$ cat src/rtl/lpcd_pkg.sv
// Shared constants, types and helpers for the LIN position command link
package lpcd_pkg;
    localparam int BYTE_W  = 8;
    localparam int POS_W   = 16;
    localparam int SPOS_W  = 11;
    localparam int ID_W    = 6;
    localparam int AD_W    = 7;
    localparam int SAD_W   = 4;
    localparam int PTR_W   = 4;
    localparam int CNT_W   = 4;
    localparam int MAX_DATA = 8;
    localparam int APB_AW  = 12;
    localparam int APB_DW  = 32;

    // Frame identifiers, command codes and field positions
    localparam logic [5:0] MREQ_ID      = 6'h3C;
    localparam logic [7:0] APP_CMD_BYTE = 8'h80;
    localparam logic [7:0] CMD_GOTO     = 8'h8B;   // Top bit set plus code 0x0B
    localparam logic [3:0] GP4_POINTER  = 4'h1;
    localparam int BROAD_BIT  = 7;
    localparam int SBROAD_BIT = 4;
    localparam int SFIX_BIT   = 4;
    localparam int SHI_LSB    = 5;
    localparam logic [3:0] LEN_2 = 4'h2;
    localparam logic [3:0] LEN_4 = 4'h4;
    localparam logic [3:0] LEN_8 = 4'h8;

    // Register map of the master end
    localparam logic [11:0] REG_CTRL    = 12'h000;
    localparam logic [11:0] REG_ID      = 12'h004;
    localparam logic [11:0] REG_DATA_LO = 12'h008;
    localparam logic [11:0] REG_DATA_HI = 12'h00C;
    localparam logic [11:0] REG_STATUS  = 12'h010;
    localparam int CTRL_GO_BIT  = 0;
    localparam int STAT_BUSY_BIT = 0;
    localparam int STAT_CNT_LSB = 8;

    typedef enum logic [1:0] {
        TX_IDLE = 2'b00,
        TX_ID   = 2'b01,
        TX_DATA = 2'b10,
        TX_SUM  = 2'b11
    } lpcd_tx_state_type;

    typedef enum logic {
        RX_IDLE = 1'b0,
        RX_DATA = 1'b1
    } lpcd_rx_state_type;

    // Identifier with its two parity bits on top
    function automatic logic [7:0] lpcd_protect(input logic [5:0] id);
        logic p0;
        logic p1;
        p0 = id[0] ^ id[1] ^ id[2] ^ id[4];
        p1 = ~(id[1] ^ id[3] ^ id[4] ^ id[5]);
        return {p1, p0, id};
    endfunction

    // Data byte count implied by identifier bits 5:4
    function automatic logic [3:0] lpcd_frame_len(input logic [5:0] id);
        return id[5] ? (id[4] ? LEN_8 : LEN_4) : LEN_2;
    endfunction

    // Running sum with end-around carry; checksum is its inverse
    function automatic logic [7:0] lpcd_sum_add(input logic [7:0] s, input logic [7:0] b);
        logic [8:0] t;
        t = {1'b0, s} + {1'b0, b};
        return t[7:0] + {7'h00, t[8]};
    endfunction
endpackage

$ cat src/rtl/lpcd_link_if.sv
// Frame-level byte link between the bus master end and the motor node end
`timescale 1ns/1ps
interface lpcd_link_if;
    logic       byte_valid;   // One byte this cycle
    logic [7:0] byte_data;
    logic       byte_first;   // Byte is the protected identifier
    logic       byte_last;    // Byte is the checksum

    modport master (output byte_valid, output byte_data, output byte_first, output byte_last);
    modport node   (input  byte_valid, input  byte_data, input  byte_first, input  byte_last);
endinterface

$ cat src/rtl/lpcd_node.sv
// Motor node end: decodes absolute and half-step position frames
// How it works
// - Direct form: high position byte, low, checksum
// - Master gives each motor its own direct identifier
// - Four-byte form only when pointer is 0001
// - Four-byte form: command, broadcast/address, position
// - Broadcast flag zero: every node takes target
// - Two-motor frame on 0x3C, app 0x80, 0x0B
// - Signed targets; apply only slot matching address
// - Drop full command when priority state forbids
// - Short target is 11-bit half-step value
// - Short commands match four low address bits
// - Hardwired address pins tied high for short use
// - Drop short command when priority state forbids
// - One-motor short: pos high, broadcast, address, low
// - Short broadcast zero: every node takes target
// - Two-motor short: ID 10, four bytes, fixed one
// - Four-motor short: ID 11, eight bytes
// - Multi-motor short: take matching address slot only
// - Short positions are signed 11-bit
//
// Decided for this implementation: register access over APB and the register addresses.
`timescale 1ns/1ps
module lpcd_node
    import lpcd_pkg::*;
(
    input  wire logic                       clock_in,
    input  wire logic                       rstn_in,
    lpcd_link_if.node                       link,
    input  wire logic [lpcd_pkg::AD_W-1:0]  node_address_in,
    input  wire logic [lpcd_pkg::SAD_W-1:0] otp_node_address_bits_in,
    input  wire logic [lpcd_pkg::ID_W-1:0]  full_direct_id_in,
    input  wire logic [lpcd_pkg::ID_W-1:0]  gp4_id_in,
    input  wire logic [lpcd_pkg::PTR_W-1:0] gp4_pointer_in,
    input  wire logic [lpcd_pkg::ID_W-1:0]  short1_id_in,
    input  wire logic [lpcd_pkg::ID_W-1:0]  short2_id_in,
    input  wire logic [lpcd_pkg::ID_W-1:0]  short4_id_in,
    input  wire logic                       accept_allowed_in,
    input  wire logic [1:0]                 microstep_resolution_in,
    output logic                            target_valid_out,
    output logic [lpcd_pkg::POS_W-1:0]      target_pos_out,
    output logic                            target_halfstep_out,
    output logic [1:0]                      microstep_resolution_out,
    output logic                            frame_dropped_out,
    output logic                            cmd_refused_out
);
    import lpcd_pkg::*;

    lpcd_rx_state_type  state_reg;
    logic [7:0]         id_reg;
    logic [7:0]         data_reg [0:MAX_DATA-1];
    logic [CNT_W-1:0]   cnt_reg;
    logic [7:0]         sum_reg;
    logic               overrun_reg;

    // Decode results for the frame ending this cycle
    logic               hit;
    logic               is_short;
    logic [POS_W-1:0]   pos;
    logic               frame_ok;
    logic               end_now;
    logic [5:0]         id;
    logic [3:0]         nslots;

    assign id      = id_reg[ID_W-1:0];
    assign end_now = link.byte_valid && link.byte_last && (state_reg == RX_DATA);

    // Short slot address field matches the four low address bits
    function automatic logic short_match(input logic [7:0] hi,
                                         input logic [3:0] own);
        return hi[SAD_W-1:0] == own;
    endfunction

    // Sign-extend an 11-bit half-step target to the target width
    function automatic logic [POS_W-1:0] short_pos(input logic [7:0] hi,
                                                   input logic [7:0] lo);
        logic [SPOS_W-1:0] p;
        p = {hi[7:SHI_LSB], lo};
        return {{(POS_W - SPOS_W){p[SPOS_W-1]}}, p};
    endfunction

    // Frame receive state
    always_ff @(posedge clock_in) begin
        if (!rstn_in) begin
            state_reg <= RX_IDLE;
        end else if (link.byte_valid && link.byte_first) begin
            state_reg <= RX_DATA;
        end else if (link.byte_valid && link.byte_last) begin
            state_reg <= RX_IDLE;
        end
    end

    // Identifier capture
    always_ff @(posedge clock_in) begin
        if (!rstn_in) begin
            id_reg <= 8'h00;
        end else if (link.byte_valid && link.byte_first) begin
            id_reg <= link.byte_data;
        end
    end

    // Data byte count, running sum and overrun flag; a new identifier restarts all three
    always_ff @(posedge clock_in) begin
        if (!rstn_in) begin
            cnt_reg     <= '0;
            sum_reg     <= 8'h00;
            overrun_reg <= 1'b0;
        end else if (link.byte_valid && link.byte_first) begin
            cnt_reg     <= '0;
            sum_reg     <= 8'h00;
            overrun_reg <= 1'b0;
        end else if (link.byte_valid && !link.byte_last && state_reg == RX_DATA) begin
            if (cnt_reg == LEN_8) begin
                overrun_reg <= 1'b1;   // Longer than any frame: poison it
            end else begin
                cnt_reg <= cnt_reg + 4'h1;
            end
            sum_reg <= lpcd_sum_add(sum_reg, link.byte_data);
        end
    end

    // Byte storage, indexed by position in the frame
    always_ff @(posedge clock_in) begin
        if (!rstn_in) begin
            for (int i = 0; i < MAX_DATA; i++) begin
                data_reg[i] <= 8'h00;
            end
        end else if (link.byte_valid && !link.byte_first && !link.byte_last
                     && state_reg == RX_DATA && cnt_reg != LEN_8) begin
            data_reg[cnt_reg[2:0]] <= link.byte_data;
        end
    end

    // Integrity: parity, length and checksum all right
    assign frame_ok = (id_reg == lpcd_protect(id))
                   && (cnt_reg == lpcd_frame_len(id)) && !overrun_reg
                   && (link.byte_data == ~sum_reg);

    // Command decode over the stored bytes
    always_comb begin
        hit      = 1'b0;
        is_short = 1'b0;
        pos      = '0;
        nslots   = cnt_reg >> 1;
        if (id == MREQ_ID) begin
            if (data_reg[0] == APP_CMD_BYTE && data_reg[1] == CMD_GOTO) begin
                if (data_reg[2][AD_W-1:0] == node_address_in) begin
                    hit = 1'b1;
                    pos = {data_reg[3], data_reg[4]};
                end else if (data_reg[5][AD_W-1:0] == node_address_in) begin
                    hit = 1'b1;
                    pos = {data_reg[6], data_reg[7]};
                end
            end
        end else if (id == full_direct_id_in) begin
            hit = 1'b1;
            pos = {data_reg[0], data_reg[1]};
        end else if (id == gp4_id_in) begin
            if (gp4_pointer_in == GP4_POINTER && data_reg[0] == CMD_GOTO
                && (!data_reg[1][BROAD_BIT]
                    || data_reg[1][AD_W-1:0] == node_address_in)) begin
                hit = 1'b1;
                pos = {data_reg[2], data_reg[3]};
            end
        end else if (id == short1_id_in) begin
            if (!data_reg[0][SBROAD_BIT]
                || short_match(data_reg[0], otp_node_address_bits_in)) begin
                hit      = 1'b1;
                is_short = 1'b1;
                pos      = short_pos(data_reg[0], data_reg[1]);
            end
        end else if (id == short2_id_in || id == short4_id_in) begin
            for (int k = MAX_DATA / 2 - 1; k >= 0; k--) begin
                if (k < int'(nslots) && !hit && data_reg[2*k][SFIX_BIT]
                    && short_match(data_reg[2*k], otp_node_address_bits_in)) begin
                    hit      = 1'b1;
                    is_short = 1'b1;
                    pos      = short_pos(data_reg[2*k], data_reg[2*k+1]);
                end
            end
        end
    end

    // Target output; stays put unless a good, permitted command lands
    always_ff @(posedge clock_in) begin
        if (!rstn_in) begin
            target_valid_out    <= 1'b0;
            target_pos_out      <= '0;
            target_halfstep_out <= 1'b0;
        end else begin
            target_valid_out <= end_now && frame_ok && hit && accept_allowed_in;
            if (end_now && frame_ok && hit && accept_allowed_in) begin
                target_pos_out      <= pos;
                target_halfstep_out <= is_short;
            end
        end
    end

    // Step mode carried alongside so motion keeps its resolution
    always_ff @(posedge clock_in) begin
        if (!rstn_in) begin
            microstep_resolution_out <= 2'b00;
        end else begin
            microstep_resolution_out <= microstep_resolution_in;
        end
    end

    // Event pulses for dropped frames and refused commands
    always_ff @(posedge clock_in) begin
        if (!rstn_in) begin
            frame_dropped_out <= 1'b0;
            cmd_refused_out   <= 1'b0;
        end else begin
            frame_dropped_out <= end_now && !frame_ok;
            cmd_refused_out   <= end_now && frame_ok && hit && !accept_allowed_in;
        end
    end
endmodule // lpcd_node

$ cat src/flat_wrapper.sv
// flat-port wrapper written by rule: the top's interface ports become plain ports
module lpcd_node_flat import lpcd_pkg::*;
  (clock_in, rstn_in, node_address_in, otp_node_address_bits_in, full_direct_id_in, gp4_id_in, gp4_pointer_in, short1_id_in, short2_id_in, short4_id_in, accept_allowed_in, microstep_resolution_in, target_valid_out, target_pos_out, target_halfstep_out, microstep_resolution_out, frame_dropped_out, cmd_refused_out, link_byte_valid, link_byte_data, link_byte_first, link_byte_last);
  lpcd_link_if link_i ();
  input  wire logic clock_in;
  input  wire logic rstn_in;
  input  wire logic [lpcd_pkg::AD_W-1:0] node_address_in;
  input  wire logic [lpcd_pkg::SAD_W-1:0] otp_node_address_bits_in;
  input  wire logic [lpcd_pkg::ID_W-1:0] full_direct_id_in;
  input  wire logic [lpcd_pkg::ID_W-1:0] gp4_id_in;
  input  wire logic [lpcd_pkg::PTR_W-1:0] gp4_pointer_in;
  input  wire logic [lpcd_pkg::ID_W-1:0] short1_id_in;
  input  wire logic [lpcd_pkg::ID_W-1:0] short2_id_in;
  input  wire logic [lpcd_pkg::ID_W-1:0] short4_id_in;
  input  wire logic accept_allowed_in;
  input  wire logic [1:0] microstep_resolution_in;
  output logic target_valid_out;
  output logic [lpcd_pkg::POS_W-1:0] target_pos_out;
  output logic target_halfstep_out;
  output logic [1:0] microstep_resolution_out;
  output logic frame_dropped_out;
  output logic cmd_refused_out;
  input wire logic [$bits(link_i.byte_valid)-1:0] link_byte_valid;
  input wire logic [$bits(link_i.byte_data)-1:0] link_byte_data;
  input wire logic [$bits(link_i.byte_first)-1:0] link_byte_first;
  input wire logic [$bits(link_i.byte_last)-1:0] link_byte_last;
  assign link_i.byte_valid = link_byte_valid;
  assign link_i.byte_data = link_byte_data;
  assign link_i.byte_first = link_byte_first;
  assign link_i.byte_last = link_byte_last;
  lpcd_node u_core (.clock_in(clock_in), .rstn_in(rstn_in), .link(link_i), .node_address_in(node_address_in), .otp_node_address_bits_in(otp_node_address_bits_in), .full_direct_id_in(full_direct_id_in), .gp4_id_in(gp4_id_in), .gp4_pointer_in(gp4_pointer_in), .short1_id_in(short1_id_in), .short2_id_in(short2_id_in), .short4_id_in(short4_id_in), .accept_allowed_in(accept_allowed_in), .microstep_resolution_in(microstep_resolution_in), .target_valid_out(target_valid_out), .target_pos_out(target_pos_out), .target_halfstep_out(target_halfstep_out), .microstep_resolution_out(microstep_resolution_out), .frame_dropped_out(frame_dropped_out), .cmd_refused_out(cmd_refused_out));
endmodule
$ cat config.mk
export PLATFORM = sky130hd
export DESIGN_NAME = lpcd_node_flat
export DESIGN_NICKNAME = d
export VERILOG_FILES = /design/src/rtl/lpcd_pkg.sv /design/src/rtl/lpcd_link_if.sv /design/src/rtl/lpcd_node.sv /design/src/flat_wrapper.sv
export SDC_FILE = /design/constraint.sdc
export NUM_CORES = 1
export LEC_CHECK = 0
export BUFFER_PORTS_ARGS = -buffer_cell sky130_fd_sc_hd__buf_2
export CAP_MARGIN = 20
export CORE_MARGIN = 10
export CORE_UTILIZATION = 50
export DETAILED_ROUTE_END_ITERATION = 10
export HOLD_SLACK_MARGIN = 0.12
export PLACE_DENSITY = 0.74
export SLEW_MARGIN = 15
export SYNTH_ARGS = -nofsm -noshare
export SYNTH_HDL_FRONTEND = slang
export SYNTH_SLANG_ARGS = --single-unit
export TNS_END_PERCENT = 10
$ cat constraint.sdc
create_clock -name clock_in -period 3.4 [get_ports clock_in]
set_input_delay 0.68 -clock clock_in [delete_from_list [all_inputs] [get_ports clock_in]]
set_output_delay 0.68 -clock clock_in [all_outputs]
set_load 0.01 [all_outputs]
==> flow_summary.yaml <==
status:
  status: "complete, no violations"
final_layout:
  ff_latch_area_mm2: 0.00280
  largest_reg_flops: 64
  layout.nets: 830
  fillCellCount: 1070
  antennaDiodeCount: 0
  drive_above_1_share_pct: 19.3
  final_util_pct: 60.5
  syn_to_final_growth_pct: 17.0
  fin_cells: 928
  multiInputGateArea_mm2: 0.00331
sta:
  rsz0062_at_grt: "no"
  finClkSkew_ns: 0.0107
  fin_crit_ns: 3.21
  finalSetupViolCount: 0
  tightestPinTransition_ns: 0.945
  finalHoldViolations: 0
  max_freq_ghz: 0.311
  maxSlewHeadroom_pct: 36.5
  fin_setup_tns_ns: 0
  drv_slew: 0
  fin_crit_sh_pct: 94.5
yosys:
  ys_types: 59
  synth_edf_count: 64
  synth_fp_nets: 733
  synth_top_area_share_pct: 30.4
  avgSynthCellArea_um2: 9.60
  seq_area_frac_synth_pct: 44.4
  ys_seq_elements: 108
  yosysWarnings: 0
  syn-instance-count: 658
  netlist_area_mm2: 0.00631
  synth_top_area_cell: "edfxtp_1"
  ys_async_sr_fraction_pct: 0
  synthFlopType: "edfxtp_1"
  synthTopCellsByArea: "edfxtp_1 30%, dfxtp_1 14%, xnor2_1 6.9%"
grt:
  grt_pass1_vias: 5348
  grt-ovfl-total: 0
  antenna_found_initial: 0
  grt_pass1_wl_mm: 29.4
  grt_usage_pct: 21.0
  grt_max_degree: 28
worst_setup_path:
  critPathTopFamily: "simple AND/OR/NAND/NOR gates"
  crit_path_top_delay_cell: "edfxtp_1"
  worst-path-buf-inv: 0
  r2r_slack_ns: 0.19
  max_stage_delay_ns: 0.56
  cp_max_fo: 11
  critical_path_arrival_ns: 3.45
  crit_path_start_kind: "flop"
  path_cells: "xnor2_1 > nand4_1 > or3b_1 > nor4b_1 > or3b_1 > nor3_1 > a2111oi_0 > nor2_1"
  critPathKind: "flop to flop"
  crit_top_cell: "or3b_1"
  critPathCaptureType: "flop"
  cp_data_required_time_ns: 3.64
die:
  die_w_um: 132
  ios: 83
  core_mm2: 0.0122
  num_rows: 40
  die_area_mm2: 0.0175
  die_h_um: 132
  start_util_pct: 51.7
placed_design:
  dp.final_hpwl_mm: 15.1
  place_inst: 912
  gp_congestion: 0.925
  io_buffers: 82
pwr:
  p_per_area_mw_per_mm2: 381
  intPower_mw: 2.12
  power_frac_clock_pct: 38.0
  comb_power_share_pct: 10.1
  leakage_nw: 2.81
  peakVddDrop_v: 0.000245
  swShare_pct: 24.8
  switching_power_mw: 0.698
  sequentialPowerShare_pct: 51.9
cts:
  post_cts_buffers: 0
  post_cts_resized: 0
  cts_htree_levels: 3
  cts_tree: "yes"
  cts.path.max_buffers: 2
  clk_latency_ns: 0.36
  numCtsBuffers: 9
  cts_root_buf: "clkbuf_16"
  clk_pin_slew_ns: 0.08
  clkSinkCount: 108
  cts_hold_buf: 0
detailed_routing:
  postRouteWirelength_mm: 19.0
  first_pass_iters: 7
  viasPerCell: 5.83
  drt_iter0_drc: 467
  drc: 0
  dr_total_vias: 5406
  detail-route-antenna-nets: 0
  post_drt_wl_per_cell_um: 20.5
hold_path:
  hold_class: "flop to flop"
job:
  drv_cap: 0
## worst register-to-register path, stage by stage (launching register included)
cell and delay, ns:
edfxtp_1 0.56, xnor2_1 0.23, nand4_1 0.20, or3b_1 0.42
nor4b_1 0.54, or3b_1 0.48, nor3_1 0.15, a2111oi_0 0.43
nor2_1 0.09
## cells in the final DEF (no fill, tap or decap), types with 9 or more instances in the layout
cell type	instances
buf_2	82
and2_1	67
edfxtp_1	64
nand2_1	58
xnor2_1	50
nor2_1	45
dfxtp_1	44
buf_4	39
a21oi_1	36
xor2_1	32
o21ai_0	31
nor3_1	21
a22oi_1	16
ha_1	13
a211oi_1	12
inv_1	11
nand4_1	11
nor4_1	11
a221oi_1	11
a31oi_1	10
o21ai_1	10
clkbuf_16	9
## final timing paths
| kind | endpoint | depth (start not counted) | from |
|---|---|---|---|
| min reg2reg | u_core.id_reg[6] | 2 | u_core.id_reg[6] |
| max reg2reg | u_core.target_pos_out[1] | 8 | u_core.data_reg[0][0] |
| min | u_core.id_reg[6] | 2 | u_core.id_reg[6] |
| max | u_core.target_pos_out[1] | 8 | u_core.data_reg[0][0] |
## cell type report
type	instances	area share (%)
clock buffer	9	3.05
clock inverter	7	1.02
inverter	11	0.559
multi-input combinational	503	44.8
sequential	108	37.9
tap	168	2.85
timing repair buffer	122	9.79
## metrics by stage
step | hold WS, ns | total power [mW] | instance area, um2 | worst slack, ns
after floorplan | 0.437 | 1.63 | 6310 | 0.440
after global placement | 0.458 | 1.76 | 7090 | 0.122
after detailed placement | 0.471 | 1.77 | 7090 | -0.00680
after CTS | 0.481 | 2.82 | 7390 | 0.367
after global routing | 0.495 | 2.91 | 7390 | 0.134
final | 0.484 | 2.82 | 7390 | 0.189
## power by group through the flow
stage | sequential, mW | combinational, mW | clock, mW
finish | 1.46 | 0.283 | 1.07
global route | 1.46 | 0.310 | 1.13
global placement | 1.49 | 0.272 | 0
floorplan | 1.47 | 0.166 | 0
CTS | 1.46 | 0.283 | 1.08
detailed placement | 1.49 | 0.281 | 0
## cell usage after synthesis (11+ instances only)
| cell | instances |
|---|---|
| and2_1 | 67 |
| edfxtp_1 | 64 |
| nand2_1 | 58 |
| xnor2_1 | 50 |
| nor2_1 | 45 |
| dfxtp_1 | 44 |
| a21oi_1 | 36 |
| xor2_1 | 32 |
| o21ai_0 | 31 |
| clkbuf_1 | 27 |
| nor3_1 | 21 |
| a22oi_1 | 16 |
| ha_1 | 13 |
| a211oi_1 | 12 |
| nor4_1 | 12 |
| a221oi_1 | 11 |
| inv_1 | 11 |
| nand4_1 | 11 |
## per-layer routing
metal | wire length [um] | GRT usage (%) | up-vias
met1 | 7540 | 24.1 | 2599
li1 | - | - | 2552
met5 | 0 | 0 | -
met2 | 9500 | 36.8 | 217
met3 | 1430 | 5.68 | 38
met4 | 587 | 7.03 | 0
## kinds of logic (layout without fill, tap and decap cells)
family | Yosys count | count (layout) | synth area share [%]
and+or+nand+nor | 255 | 255 | 21.5
AOI/OAI and AO/OA | 146 | 146 | 15.4
DFF | 108 | 108 | 44.4
xor gates and xnor gates | 83 | 83 | 11.7
buffers and inverters | 47 | 149 | 3.27
adders and majority gates | 14 | 14 | 2.89
muxes | 5 | 5 | 0.793
No activity file was read; power rests on OpenSTA's default activity.
